`src/tmr2_cfg.svh`:
```
`ifndef TMR2_CFG_SVH
`define TMR2_CFG_SVH

// ---------------------------------------------------------------
// register offsets
// ---------------------------------------------------------------
`define TMR2_OFS_CTRL 3'h0
`define TMR2_OFS_CNT_LO 3'h1
`define TMR2_OFS_CNT_HI 3'h2
`define TMR2_OFS_CAP_LO 3'h3
`define TMR2_OFS_CAP_HI 3'h4
`define TMR2_OFS_INT_STAT 3'h5
`define TMR2_OFS_INT_MASK 3'h6
`define TMR2_OFS_CLK_MODE 3'h7

// ---------------------------------------------------------------
// field positions and reset values
// ---------------------------------------------------------------
`define TMR2_BIT_OVF 7
`define TMR2_BIT_EXT 6
`define TMR2_IBIT_OVF 0
`define TMR2_IBIT_EXT 1
`define TMR2_CTRL_RST 8'h00
`define TMR2_BYTE_RST 8'h00
`define TMR2_BYTE_MAX 8'hFF
`define TMR2_MASK_RST 2'h0
`define TMR2_CLKMODE_RST 1'h0
`define TMR2_SYNC_RST 3'h7

// ---------------------------------------------------------------
// prescaler counts in oscillator cycles
// ---------------------------------------------------------------
`define TMR2_DIV_6CLK 4'h6
`define TMR2_DIV_12CLK 4'hC
`define TMR2_PRESC_RST 4'h0
`define TMR2_PRESC_ONE 4'h1

`endif

```
`src/tmr2_pkg.sv`:
```
package tmr2_pkg;

  // ---------------------------------------------------------------
  // control register layout, msb first
  // ---------------------------------------------------------------
  typedef struct packed {
    logic overflow_flag;
    logic external_flag;
    logic rx_clock_select;
    logic tx_clock_select;
    logic ext_trigger_enable;
    logic run_control;
    logic timer_counter_select;
    logic capture_reload_select;
  } tmr2_ctrl_s;

  typedef enum logic [1:0] {
    TMR2_OFF = 2'b00,
    TMR2_AUTO_RELOAD = 2'b01,
    TMR2_CAPTURE = 2'b10,
    TMR2_BAUD_GEN = 2'b11
  } tmr2_mode_e;

endpackage

```
`src/tmr2_ctrl.sv`:
```
`timescale 1ns/100ps
`include "tmr2_cfg.svh"
// Function
// - overflow sets flag, held until software clears
// - no overflow flag while a baud select set
// - receive baud tick from here when selected
// - transmit baud tick from here when selected
// - enabled trigger falls cause capture or reload while running, except in baud mode
// - timer ticks per machine cycle (per state in baud mode), counter on falls
// - capture select makes trigger fall capture
// - reload select reloads on overflow and trigger
// - baud mode forces reload, ignores capture select
// - mode decode from run, baud, capture bits
// - low half carry advances high half
// - accepted trigger sets external flag, interrupts
// - capture copies both halves, counting continues
// - overflow past all ones loads capture value, except in capture mode
module tmr2_ctrl
  import tmr2_pkg::*;
#(
  parameter int ADDR_W = 3,
  parameter int DATA_W = 8
) (
  input wire logic ref_clk,
  input wire logic reset,
  input wire logic [ADDR_W-1:0] reg_addr,
  input wire logic [DATA_W-1:0] reg_wdata,
  input wire logic reg_wr,
  input wire logic reg_rd,
  output logic [DATA_W-1:0] reg_rdata,
  input wire logic count_input_pin,
  input wire logic ext_trigger_pin,
  input wire logic timer1_ovf,
  output logic rx_baud_tick,
  output logic tx_baud_tick,
  output logic irq
);

  // ---------------------------------------------------------------
  // state
  // ---------------------------------------------------------------
  tmr2_ctrl_s ctrl_ff, nxt_ctrl;
  logic [7:0] cnt_lo_ff, nxt_cnt_lo;
  logic [7:0] cnt_hi_ff, nxt_cnt_hi;
  logic [7:0] cap_lo_ff, nxt_cap_lo;
  logic [7:0] cap_hi_ff, nxt_cap_hi;
  logic [1:0] mask_ff, nxt_mask;
  logic clk_mode_ff, nxt_clk_mode;
  logic [3:0] presc_ff, nxt_presc;
  logic [2:0] cnt_sync_ff, nxt_cnt_sync;
  logic [2:0] trg_sync_ff, nxt_trg_sync;
  logic [DATA_W-1:0] rdata_ff, nxt_rdata;
  logic irq_ff, nxt_irq;
  logic rx_tick_ff, nxt_rx_tick;
  logic tx_tick_ff, nxt_tx_tick;

  tmr2_mode_e mode;
  logic baud, tick, mc_tick, fast_tick, cnt_fall, trg_fall, trig;
  logic carry_lo, ovf, reload, capture;
  logic set_ovf, set_ext;
  logic [3:0] div;
  logic [1:0] flags;

  // ---------------------------------------------------------------
  // helpers
  // ---------------------------------------------------------------
  // sync stages 1 and 2 feed stage 3; the edge looks at 2 and 3 only
  function automatic logic fall(input logic [2:0] s);
    fall = s[2] & ~s[1];
  endfunction

  function automatic logic [7:0] inc8(input logic [7:0] v);
    inc8 = v + 8'h01;
  endfunction

  function automatic logic wr_hit(input logic wr, input logic [ADDR_W-1:0] a,
                                  input logic [2:0] ofs);
    wr_hit = wr && (a == ADDR_W'(ofs));
  endfunction

  // ---------------------------------------------------------------
  // mode, pin sync and prescaler
  // ---------------------------------------------------------------
  always_comb begin
    baud = ctrl_ff.rx_clock_select | ctrl_ff.tx_clock_select;
    if (!ctrl_ff.run_control) begin
      mode = TMR2_OFF;
    end else if (baud) begin
      mode = TMR2_BAUD_GEN;
    end else if (ctrl_ff.capture_reload_select) begin
      mode = TMR2_CAPTURE;
    end else begin
      mode = TMR2_AUTO_RELOAD;
    end

    nxt_cnt_sync = {cnt_sync_ff[1:0], count_input_pin};
    nxt_trg_sync = {trg_sync_ff[1:0], ext_trigger_pin};
    cnt_fall = fall(cnt_sync_ff);
    trg_fall = fall(trg_sync_ff);

    // free-running prescaler; baud mode counts at the state rate
    div = clk_mode_ff ? `TMR2_DIV_6CLK : `TMR2_DIV_12CLK;
    mc_tick = (presc_ff == (div - `TMR2_PRESC_ONE));
    nxt_presc = mc_tick ? `TMR2_PRESC_RST : presc_ff + `TMR2_PRESC_ONE;
    fast_tick = clk_mode_ff | presc_ff[0];

    if (ctrl_ff.timer_counter_select) begin
      tick = cnt_fall;
    end else begin
      tick = baud ? fast_tick : mc_tick;
    end
    tick = tick & (mode != TMR2_OFF);
  end

  // ---------------------------------------------------------------
  // counter halves
  // ---------------------------------------------------------------
  always_comb begin
    carry_lo = (cnt_lo_ff == `TMR2_BYTE_MAX);
    ovf = tick & carry_lo & (cnt_hi_ff == `TMR2_BYTE_MAX);

    // trigger is accepted whenever enabled; its flag is set even in baud mode
    trig = ctrl_ff.ext_trigger_enable & trg_fall;
    capture = trig & (mode == TMR2_CAPTURE);
    reload = (ovf & (mode != TMR2_CAPTURE)) |
             (trig & (mode == TMR2_AUTO_RELOAD));

    nxt_cnt_lo = cnt_lo_ff;
    nxt_cnt_hi = cnt_hi_ff;
    if (tick) begin
      nxt_cnt_lo = inc8(cnt_lo_ff);
      if (carry_lo) begin
        nxt_cnt_hi = inc8(cnt_hi_ff);
      end
    end
    if (reload) begin
      nxt_cnt_lo = cap_lo_ff;
      nxt_cnt_hi = cap_hi_ff;
    end
    // a software write lands over counting; stop the timer first
    if (wr_hit(reg_wr, reg_addr, `TMR2_OFS_CNT_LO)) begin
      nxt_cnt_lo = reg_wdata[7:0];
    end
    if (wr_hit(reg_wr, reg_addr, `TMR2_OFS_CNT_HI)) begin
      nxt_cnt_hi = reg_wdata[7:0];
    end
  end

  // ---------------------------------------------------------------
  // capture halves
  // ---------------------------------------------------------------
  always_comb begin
    nxt_cap_lo = cap_lo_ff;
    nxt_cap_hi = cap_hi_ff;
    if (wr_hit(reg_wr, reg_addr, `TMR2_OFS_CAP_LO)) begin
      nxt_cap_lo = reg_wdata[7:0];
    end
    if (wr_hit(reg_wr, reg_addr, `TMR2_OFS_CAP_HI)) begin
      nxt_cap_hi = reg_wdata[7:0];
    end
    // hardware capture beats a same-cycle write of the capture halves
    if (capture) begin
      nxt_cap_lo = cnt_lo_ff;
      nxt_cap_hi = cnt_hi_ff;
    end
  end

  // ---------------------------------------------------------------
  // control and interrupt flags
  // ---------------------------------------------------------------
  always_comb begin
    set_ovf = ovf & ~baud;
    set_ext = trig;

    nxt_ctrl = ctrl_ff;
    if (wr_hit(reg_wr, reg_addr, `TMR2_OFS_CTRL)) begin
      nxt_ctrl = tmr2_ctrl_s'(reg_wdata[7:0]);
      // flags can only be cleared by software, never set
      nxt_ctrl.overflow_flag = ctrl_ff.overflow_flag & reg_wdata[`TMR2_BIT_OVF];
      nxt_ctrl.external_flag = ctrl_ff.external_flag & reg_wdata[`TMR2_BIT_EXT];
    end
    if (wr_hit(reg_wr, reg_addr, `TMR2_OFS_INT_STAT)) begin
      nxt_ctrl.overflow_flag = ctrl_ff.overflow_flag & ~reg_wdata[`TMR2_IBIT_OVF];
      nxt_ctrl.external_flag = ctrl_ff.external_flag & ~reg_wdata[`TMR2_IBIT_EXT];
    end
    nxt_ctrl.overflow_flag = nxt_ctrl.overflow_flag | set_ovf;
    nxt_ctrl.external_flag = nxt_ctrl.external_flag | set_ext;

    nxt_mask = mask_ff;
    if (wr_hit(reg_wr, reg_addr, `TMR2_OFS_INT_MASK)) begin
      nxt_mask = reg_wdata[1:0];
    end
    nxt_clk_mode = clk_mode_ff;
    if (wr_hit(reg_wr, reg_addr, `TMR2_OFS_CLK_MODE)) begin
      nxt_clk_mode = reg_wdata[0];
    end
  end

  // ---------------------------------------------------------------
  // bus read and outputs
  // ---------------------------------------------------------------
  always_comb begin
    flags = {ctrl_ff.external_flag, ctrl_ff.overflow_flag};
    nxt_irq = |(flags & mask_ff);

    // the serial port itself decides whether it is in mode 1 or 3
    nxt_rx_tick = ctrl_ff.rx_clock_select ? (ovf & baud) : timer1_ovf;
    nxt_tx_tick = ctrl_ff.tx_clock_select ? (ovf & baud) : timer1_ovf;

    nxt_rdata = '0;
    if (reg_rd) begin
      case (reg_addr)
        ADDR_W'(`TMR2_OFS_CTRL): nxt_rdata = DATA_W'(ctrl_ff);
        ADDR_W'(`TMR2_OFS_CNT_LO): nxt_rdata = DATA_W'(cnt_lo_ff);
        ADDR_W'(`TMR2_OFS_CNT_HI): nxt_rdata = DATA_W'(cnt_hi_ff);
        ADDR_W'(`TMR2_OFS_CAP_LO): nxt_rdata = DATA_W'(cap_lo_ff);
        ADDR_W'(`TMR2_OFS_CAP_HI): nxt_rdata = DATA_W'(cap_hi_ff);
        ADDR_W'(`TMR2_OFS_INT_STAT): nxt_rdata = DATA_W'(flags);
        ADDR_W'(`TMR2_OFS_INT_MASK): nxt_rdata = DATA_W'(mask_ff);
        ADDR_W'(`TMR2_OFS_CLK_MODE): nxt_rdata = DATA_W'(clk_mode_ff);
        default: nxt_rdata = '0;
      endcase
    end
  end

  // ---------------------------------------------------------------
  // registers: pin sync and prescaler
  // ---------------------------------------------------------------
  always_ff @(posedge ref_clk or posedge reset) begin
    if (reset) begin
      presc_ff <= `TMR2_PRESC_RST;
      // pins idle high, so a pin held low at release reads as a fall
      cnt_sync_ff <= `TMR2_SYNC_RST;
      trg_sync_ff <= `TMR2_SYNC_RST;
    end else begin
      presc_ff <= nxt_presc;
      cnt_sync_ff <= nxt_cnt_sync;
      trg_sync_ff <= nxt_trg_sync;
    end
  end

  // ---------------------------------------------------------------
  // registers: counter halves
  // ---------------------------------------------------------------
  always_ff @(posedge ref_clk or posedge reset) begin
    if (reset) begin
      cnt_lo_ff <= `TMR2_BYTE_RST;
      cnt_hi_ff <= `TMR2_BYTE_RST;
    end else begin
      cnt_lo_ff <= nxt_cnt_lo;
      cnt_hi_ff <= nxt_cnt_hi;
    end
  end

  // ---------------------------------------------------------------
  // registers: capture halves
  // ---------------------------------------------------------------
  always_ff @(posedge ref_clk or posedge reset) begin
    if (reset) begin
      cap_lo_ff <= `TMR2_BYTE_RST;
      cap_hi_ff <= `TMR2_BYTE_RST;
    end else begin
      cap_lo_ff <= nxt_cap_lo;
      cap_hi_ff <= nxt_cap_hi;
    end
  end

  // ---------------------------------------------------------------
  // registers: control and interrupt flags
  // ---------------------------------------------------------------
  always_ff @(posedge ref_clk or posedge reset) begin
    if (reset) begin
      ctrl_ff <= tmr2_ctrl_s'(`TMR2_CTRL_RST);
      mask_ff <= `TMR2_MASK_RST;
      clk_mode_ff <= `TMR2_CLKMODE_RST;
    end else begin
      ctrl_ff <= nxt_ctrl;
      mask_ff <= nxt_mask;
      clk_mode_ff <= nxt_clk_mode;
    end
  end

  // ---------------------------------------------------------------
  // registers: bus read and outputs
  // ---------------------------------------------------------------
  always_ff @(posedge ref_clk or posedge reset) begin
    if (reset) begin
      rdata_ff <= '0;
      irq_ff <= 1'b0;
      rx_tick_ff <= 1'b0;
      tx_tick_ff <= 1'b0;
    end else begin
      rdata_ff <= nxt_rdata;
      irq_ff <= nxt_irq;
      rx_tick_ff <= nxt_rx_tick;
      tx_tick_ff <= nxt_tx_tick;
    end
  end

  assign reg_rdata = rdata_ff;
  assign irq = irq_ff;
  assign rx_baud_tick = rx_tick_ff;
  assign tx_baud_tick = tx_tick_ff;

endmodule

```
`config.mk`:
```
export PLATFORM = sky130hd
export DESIGN_NAME = tmr2_ctrl
export DESIGN_NICKNAME = d
export VERILOG_FILES = /design/src/tmr2_pkg.sv /design/src/tmr2_ctrl.sv
export VERILOG_INCLUDE_DIRS = /design/src
export SDC_FILE = /design/constraint.sdc
export NUM_CORES = 1
export LEC_CHECK = 0
export ABC_AREA = 0
export BUFFER_PORTS_ARGS = -buffer_cell sky130_fd_sc_hd__buf_4
export CAP_MARGIN = 10
export CORE_UTILIZATION = 35
export CTS_BUF_LIST = sky130_fd_sc_hd__clkbuf_8 sky130_fd_sc_hd__clkbuf_16
export CTS_CLUSTER_DIAMETER = 100
export DETAILED_ROUTE_END_ITERATION = 8
export GPL_ROUTABILITY_DRIVEN = 0
export PLACE_DENSITY = 0.6
export SETUP_SLACK_MARGIN = 0.3
export SYNTH_ARGS = -nofsm -noshare
export SYNTH_HDL_FRONTEND = slang
export SYNTH_SLANG_ARGS = --single-unit
```
`constraint.sdc`:
```
create_clock -name ref_clk -period 2.07 [get_ports ref_clk]
set_input_delay 0.3105 -clock ref_clk [delete_from_list [all_inputs] [get_ports ref_clk]]
set_output_delay 0.3105 -clock ref_clk [all_outputs]
set_load 0.005 [all_outputs]
```
==> results of run 1 <==
## layer usage
metal	wire, um	vias to the layer above	part of all wire (%)
met5	0	-	0
met4	324	0	2.9
met3	878	27	7.9
met2	5080	166	46
met1	4830	1630	43
li1	-	1520	-
## timing repair
action,4_1_cts,5_1_grt
gates resized for setup,22,26
setup buffers,4,6
hold buffers,0,0
cloned,0,1
setup endpoints to repair,19,35
pin swaps,11,8
## stage by stage
step	std cells	hold WS (ns)	util, %
6_report	593	0.00224	48.7
5_1_grt	593	0.0408	48.7
4_1_cts	586	0.0172	46.9
3_5_place_dp	566	0.348	43.4
3_3_place_gp	566	0.345	43.4
2_1_floorplan	381	0.315	-
## power breakdown
part	leakage, nW	total (mW)	switching, mW	internal (mW)
registers	0.746	1.93	0.318	1.61
logic	1.21	1.97	0.997	0.972
clock network	0.0989	1.14	0.545	0.593
total	2.05	5.03	1.86	3.17
## final timing paths
path,to
worst max-delay path,cnt_lo_ff[1]$_DFFE_PP0P_
worst min-delay path,presc_ff[1]$_DFF_PP0_
worst max register to register,cnt_lo_ff[1]$_DFFE_PP0P_
worst min register to register,trg_sync_ff[1]$_DFF_PP1_
max in group asynchronous,trg_sync_ff[1]$_DFF_PP1_
min in group ref_clk,trg_sync_ff[0]$_DFF_PP1_
## worst reg2reg max path: stages (launching register included)
cell and delay (ns):
dfstp_2 0.55, nand2b_4 0.06, a221oi_4 0.35, nand3_4 0.14, o21ai_4 0.20, mux2_4 0.32, a221o_1 0.30
## synthesized netlist by cell type, types with 5 or more instances
master	n	share of area, %
clkbuf_1	15	1.6
inv_1	11	1.1
nor3_1	11	1.5
dfrtp_1	58	40
mux2i_1	27	7.5
nand2_1	37	3.9
xnor2_1	5	1.2
dfstp_2	6	4.4
nand3_1	12	1.7
o21ai_1	5	0.69
nor2_1	39	4.1
and3_1	8	1.4
mux2_2	10	3.1
nand2b_1	6	1.0
o21ai_0	38	5.3
a21oi_1	17	2.4
## cells by family after synthesis
family / after synthesis / synth area share [%]
adder cells (fa/ha/maj): 3 / 1.04
multiplexers: 40 / 12.2
AND/OR/NAND/NOR: 134 / 18.3
buffers and inverters: 32 / 3.79
XOR/XNOR: 8 / 1.95
AO/OA/AOI/OAI: 100 / 18.1
flip-flops: 64 / 44.7
## cell type report
cell class	instances	area, um2
fill	917	5060
multi-input combinational	285	2070
sequential	64	1610
timing repair buffer	83	703
tap	133	166
clock buffer	10	138
clock inverter	6	67.6
inverter	12	48.8
## registers in the layout (all words and copies together), names as in the netlist
signal	flops
cap_hi_ff	8
cap_lo_ff	8
cnt_hi_ff	8
cnt_lo_ff	8
ctrl_ff	8
reg_rdata	8
presc_ff	4
cnt_sync_ff	3
trg_sync_ff	3
mask_ff	2
clk_mode_ff	1
irq	1
rx_baud_tick	1
tx_baud_tick	1
==> impl_metrics.csv, run 1 <==
group,metric,value,unit
finish,drive_gt1_share,34.6,%
route,wl,11100,um
route,drt-vias-per-instance,5.64,
global_route,track_usage,22.0,%
yosys,ys.flop_type,"dfrtp_1",
critical_path,r2r_setup_slack,0.04,ns
yosys,syn-num-nets,402,
floorplanning,die_h,103,um
finish,final_common_cell,"buf_4",
power,power.leakage,2.05,nW
global_route,grt_pass1_vias,3154,
floorplanning,initial_utilization,36.5,%
sta,hold_violations,0,
power,ir_drop,0.538,mV
critical_path,crit_cells,6,
finish,final_area,4800,um2
finish,final_nets,476,
placed_design,hpwl,7880,um
clock_tree,cts_buffers,9,
finish,num_antenna_cells,0,
global_route,grt_max_degree,41,
power,power.total,5.03,mW
critical_path,crit_buf_inv,0,
worst_hold_path,hold_path.class,"in2async",
route,drt_drc_violations_left,0,
floorplanning,pin_count,29,
critical_path,cp-start-kind,"register",
placed_design,dpl_worst_slack,0.0162,ns
clock_tree,clock_path_buffers,2,
clock_tree,cts_tree,"built",
power,p_per_area,1050,nW/um2
yosys,synth-warning-count,0,
global_route,met1_usage,29.8,%
critical_path,crit_start,"cnt_sync_ff[2]$_DFF_PP1_",
global_route,antenna_found_initial,0,
sta,rsz0062_at_grt,"yes",
floorplanning,core_area,9860,um2
critical_path,end_kind,"register",
route,ant_nets,0,
critical_path,cp_slowest_cell,"dfstp_2",
yosys,avgSynthCellArea,9.45,um2
yosys,synth_seq_cells,64,
floorplanning,dieArea,10700,um2
critical_path,cp.arrival,2.27,ns
placed_design,dpl-instance-area,4280,um2
route,via_count,3343,
critical_path,critPathTopFamily,"compound AO/OA/AOI/OAI gates",
yosys,syn_inst,381,
sta,min_period,2.03,ns
placed_design,io_buffers,28,
finish,most-common-layout-cells,"buf_4, dfrtp_1, nor2_1, nand2_1, o21ai_0",
sta,worstMarginPinSlew,0.614,ns
sta,max_slew_margin,58.9,%
critical_path,worstSetupPathType,"reg2reg",
global_route,met2_usage,34.0,%
critical_path,r2r_cells,6,
sta,setup_tns,0,ns
floorplanning,rows,36,
global_route,use_met3,4.84,%
sta,maxSlewViolCount,0,
job,maxCapViolations,0,
global_route,grt-ovfl-total,0,
route,drt-initial-drc-count,308,
critical_path,cp_cell_sequence,"nand2b_4, a221oi_4, nand3_4, o21ai_4, mux2_4, a221o_1",
sta,fin_skew,0.00712,ns
outcome,outcome,"completed",
global_route,busiest_layer,"met2",
critical_path,cp_slowest_stage_delay,0.55,ns
clock_tree,cts-htree-levels,3,
clock_tree,cts_sinks,64,
clock_tree,clk_pin_slew,0.08,ns
route,first_pass_iters,6,
finish,syn_to_final_growth,33.3,%
critical_path,cp_max_fo,2,
sta,finalCritPeriodShare,98.1,%
critical_path,required,2.31,ns
yosys,async_reset_ff_share,100,%
route,wire_per_inst,18.7,um
sta,finalSetupViolCount,0,
yosys,synthesis.area,3600,um2
clock_tree,clock_latency,0.36,ns
sta,fin_ws,0.0386,ns
yosys,yosysSeqAreaShare,44.7,%
clock_tree,cts_root_buf,"clkbuf_8",
sta,fmax,0.492,GHz
floorplanning,die_w,103,um
critical_path,reg2reg_from,"cnt_sync_ff[2]$_DFF_PP1_",
yosys,synth_edf_count,0,
yosys,synthDistinctLibCells,61,
global_route,grt_pass1_wl,17000,um
No activity file was read; power rests on OpenSTA's default activity.
==> run 2, diff against run 1 <==
--- a/config.mk
+++ b/config.mk
@@ -6,7 +6,7 @@
 export SDC_FILE = /design/constraint.sdc
 export NUM_CORES = 1
 export LEC_CHECK = 0
-export ABC_AREA = 0
+export ABC_AREA = 1
 export BUFFER_PORTS_ARGS = -buffer_cell sky130_fd_sc_hd__buf_4
 export CAP_MARGIN = 10
 export CORE_UTILIZATION = 35
==> run 2 against run 1 <==
Effect of this change:
- die area increased by 0.65%
- area after synthesis is 0.66% higher
- global-route usage shrank 0.39 points
- combinational power decreased by 5%
- worst hold slack gained 0.026 ns
- register-to-register slack gained 0.06 ns
- non-clock buffer count shrank 13
- first-iteration DRC count fell by 4.5%
- clock power up 6%
- sequential cell count unchanged
- routed wire length is 3.0% higher
- largest cell class unchanged
==> impl_metrics.csv, run 2 <==
group,metric,value,unit
clock_tree,cts_tree,"built",
yosys,syn_inst,487,
sta,finalSetupViolCount,0,
floorplanning,core_area,9910,um2
global_route,grt_pass1_wl,18100,um
clock_tree,cts_root_buf,"clkbuf_8",
sta,fmax,0.507,GHz
yosys,synth-warning-count,0,
yosys,synth_edf_count,0,
critical_path,r2r_setup_slack,0.1,ns
yosys,avgSynthCellArea,7.44,um2
placed_design,dpl_worst_slack,-0.0501,ns
placed_design,dpl-instance-area,4200,um2
sta,hold_violations,0,
power,intPower,3.14,mW
yosys,yosysTopAreaCell,"dfrtp_1",
placed_design,hpwl,8150,um
critical_path,cp-start-kind,"register",
global_route,grt-ovfl-total,0,
sta,maxSlewViolCount,0,
yosys,async_reset_ff_share,100,%
job,maxCapViolations,0,
critical_path,cp_max_fo,5,
finish,drive_gt1_share,24.3,%
yosys,synth-compound-area-share,10.6,%
clock_tree,clock_latency,0.35,ns
yosys,yosysSeqAreaShare,44.4,%
power,ir_drop,0.486,mV
global_route,grt_pass1_vias,3560,
yosys,yosys-top-cells-area,"dfrtp_1, nand2_1, nand3_1",
yosys,synth_top_area_share,40.0,%
power,seqPwrFrac,38.3,%
finish,fill_cells,1006,
finish,most-common-layout-cells,"nand2_1, inv_1, buf_4, nand3_1, dfrtp_1",
route,first_pass_iters,5,
sta,fin_skew,0.0124,ns
route,ant_nets,0,
route,wire_per_inst,16.4,um
sta,fin_hold_ws,0.0284,ns
clock_tree,cts_hold_buf,0,
critical_path,required,2.35,ns
power,clkPwrFrac,24.2,%
finish,final_area,4750,um2
clock_tree,cts_sinks,64,
yosys,synth_seq_cells,64,
route,via_count,3706,
sta,fin_ws,0.0989,ns
critical_path,worstSetupPathType,"reg2reg",
outcome,outcome,"completed",
floorplanning,dieArea,10800,um2
finish,layoutNonFillerInstCount,696,
finish,fin_util,47.9,%
finish,multi_input_area,1860,um2
placed_design,dp.cells,665,
yosys,ys.flop_type,"dfrtp_1",
clock_tree,clk_pin_slew,0.07,ns
yosys,synthesis.area,3620,um2
critical_path,cp.arrival,2.25,ns
yosys,syn-num-nets,508,
yosys,synth_simple_gate_area_share,31.8,%
yosys,synth_adder_area_share,1.04,%
global_route,track_usage,21.6,%
yosys,synthDistinctLibCells,39,
route,wl,11400,um
power,p_per_area,1050,nW/um2
clock_tree,cts-htree-levels,3,
route,drt_drc_violations_left,0,
yosys,synth-xor-area-share,3.14,%
power,p_comb_share,37.4,%
power,p_switching,1.87,mW
clock_tree,clock_path_buffers,2,
power,power.leakage,2.42,nW
floorplanning,die_h,104,um
finish,num_antenna_cells,0,
global_route,grt_max_degree,65,
power,power.total,5.01,mW
yosys,synthMuxAreaShare,0,%
floorplanning,rows,36,
global_route,antenna_found_initial,0,
floorplanning,initial_utilization,36.6,%
sta,setup_tns,0,ns
sta,worstMarginPinSlew,0.544,ns
route,drt-vias-per-instance,5.32,
worst_hold_path,hold_path.class,"in2async",
route,drt-initial-drc-count,294,
yosys,synth_top_family_by_area,"simple AND/OR/NAND/NOR gates",
finish,regArea,1610,um2
yosys,synth_common_cells,"nand2_1, nand3_1, inv_1",
clock_tree,cts_buffers,9,
finish,final_common_cell,"nand2_1",
floorplanning,die_w,104,um
finish,syn_to_final_growth,31.1,%
placed_design,io_buffers,28,
sta,min_period,1.97,ns
yosys,synth.most_common_cell,"nand2_1",
critical_path,end_kind,"register",
sta,rsz0062_at_grt,"yes",
sta,finalCritPeriodShare,95.2,%
floorplanning,pin_count,29,
finish,final_nets,579,
sta,max_slew_margin,63.7,%
power,sw_frac_of_total,37.4,%
[run 2: cell types whose count changed after synthesis, moves of 9 or more]
cell,change
clkbuf_1,-14
inv_1,+56
xor2_1,+9
nand3_1,+56
mux2_2,-10
o21ai_0,-13
mux2i_1,-27
nand2_1,+99
[run 2: worst max-delay path, cell delays in order, from the launching register on]
cell and delay [ns]:
dfrtp_1 0.39, ha_4 0.17, nand3_4 0.09, nor2_4 0.10, nand2_2 0.08, nor3_4 0.20
nand4_2 0.17, o21bai_4 0.28, clkbuf_16 0.21, nand2_1 0.05, nand3_1 0.06, nand2_1 0.06
nand2_1 0.05
[run 2: cell families (layout without fill, tap and decap cells)]
family | after synthesis | in the layout
buf+inv | 83 | 159
xor+xnor | 13 | 13
flops | 64 | 64
fa+ha+maj | 3 | 3
compound gates | 62 | 62
simple gates | 262 | 262
[run 2: metal layers]
| layer | GRT usage [%] | vias to the layer above | routed length (um) |
|---|---|---|---|
| li1 | - | 1723 | - |
| met1 | 28.0 | 1785 | 4870 |
| met2 | 35.3 | 164 | 5450 |
| met3 | 3.90 | 34 | 695 |
| met4 | 9.59 | 0 | 425 |
| met5 | 0 | - | 0 |
[run 2: path summary, 6_finish.rpt]
path / from / end / cells past startpoint
setup / recovery: cnt_lo_ff[0]$_DFFE_PP0P_ / cnt_lo_ff[5]$_DFFE_PP0P_ / 12
hold / removal: reset / cnt_lo_ff[4]$_DFFE_PP0P_ / 3
setup reg to reg: cnt_lo_ff[0]$_DFFE_PP0P_ / cnt_lo_ff[5]$_DFFE_PP0P_ / 12
hold reg to reg: trg_sync_ff[0]$_DFF_PP1_ / trg_sync_ff[1]$_DFF_PP1_ / 0
max in group asynchronous: reset / cnt_sync_ff[1]$_DFF_PP1_ / 3
min in group ref_clk: ext_trigger_pin / trg_sync_ff[0]$_DFF_PP1_ / 1
[run 2: repair_timing]
action                                  4_1_cts  5_1_grt
pin swaps                                     4        8
endpoints found under the setup margin       32       35
setup buffers                                 4        9
cloned                                        0        2
gates resized for setup                      17       24
[run 2: power by group through the flow]
stage | clock network [mW] | registers, mW | logic [mW]
2_1_floorplan | 0 | 1.86 | 1.04
3_3_place_gp | 0 | 1.89 | 1.60
3_5_place_dp | 0 | 1.90 | 1.63
4_1_cts | 1.24 | 1.89 | 1.73
5_1_grt | 1.30 | 1.97 | 2.11
6_report | 1.21 | 1.92 | 1.88
[run 2: layout make-up]
type / count / share of cell area (%)
clock buffer: 10 / 2.90
sequential: 64 / 33.9
inverter: 73 / 5.85
timing repair buffer: 70 / 13.0
tap: 133 / 3.50
clock inverter: 6 / 1.76
multi-input combinational: 340 / 39.1
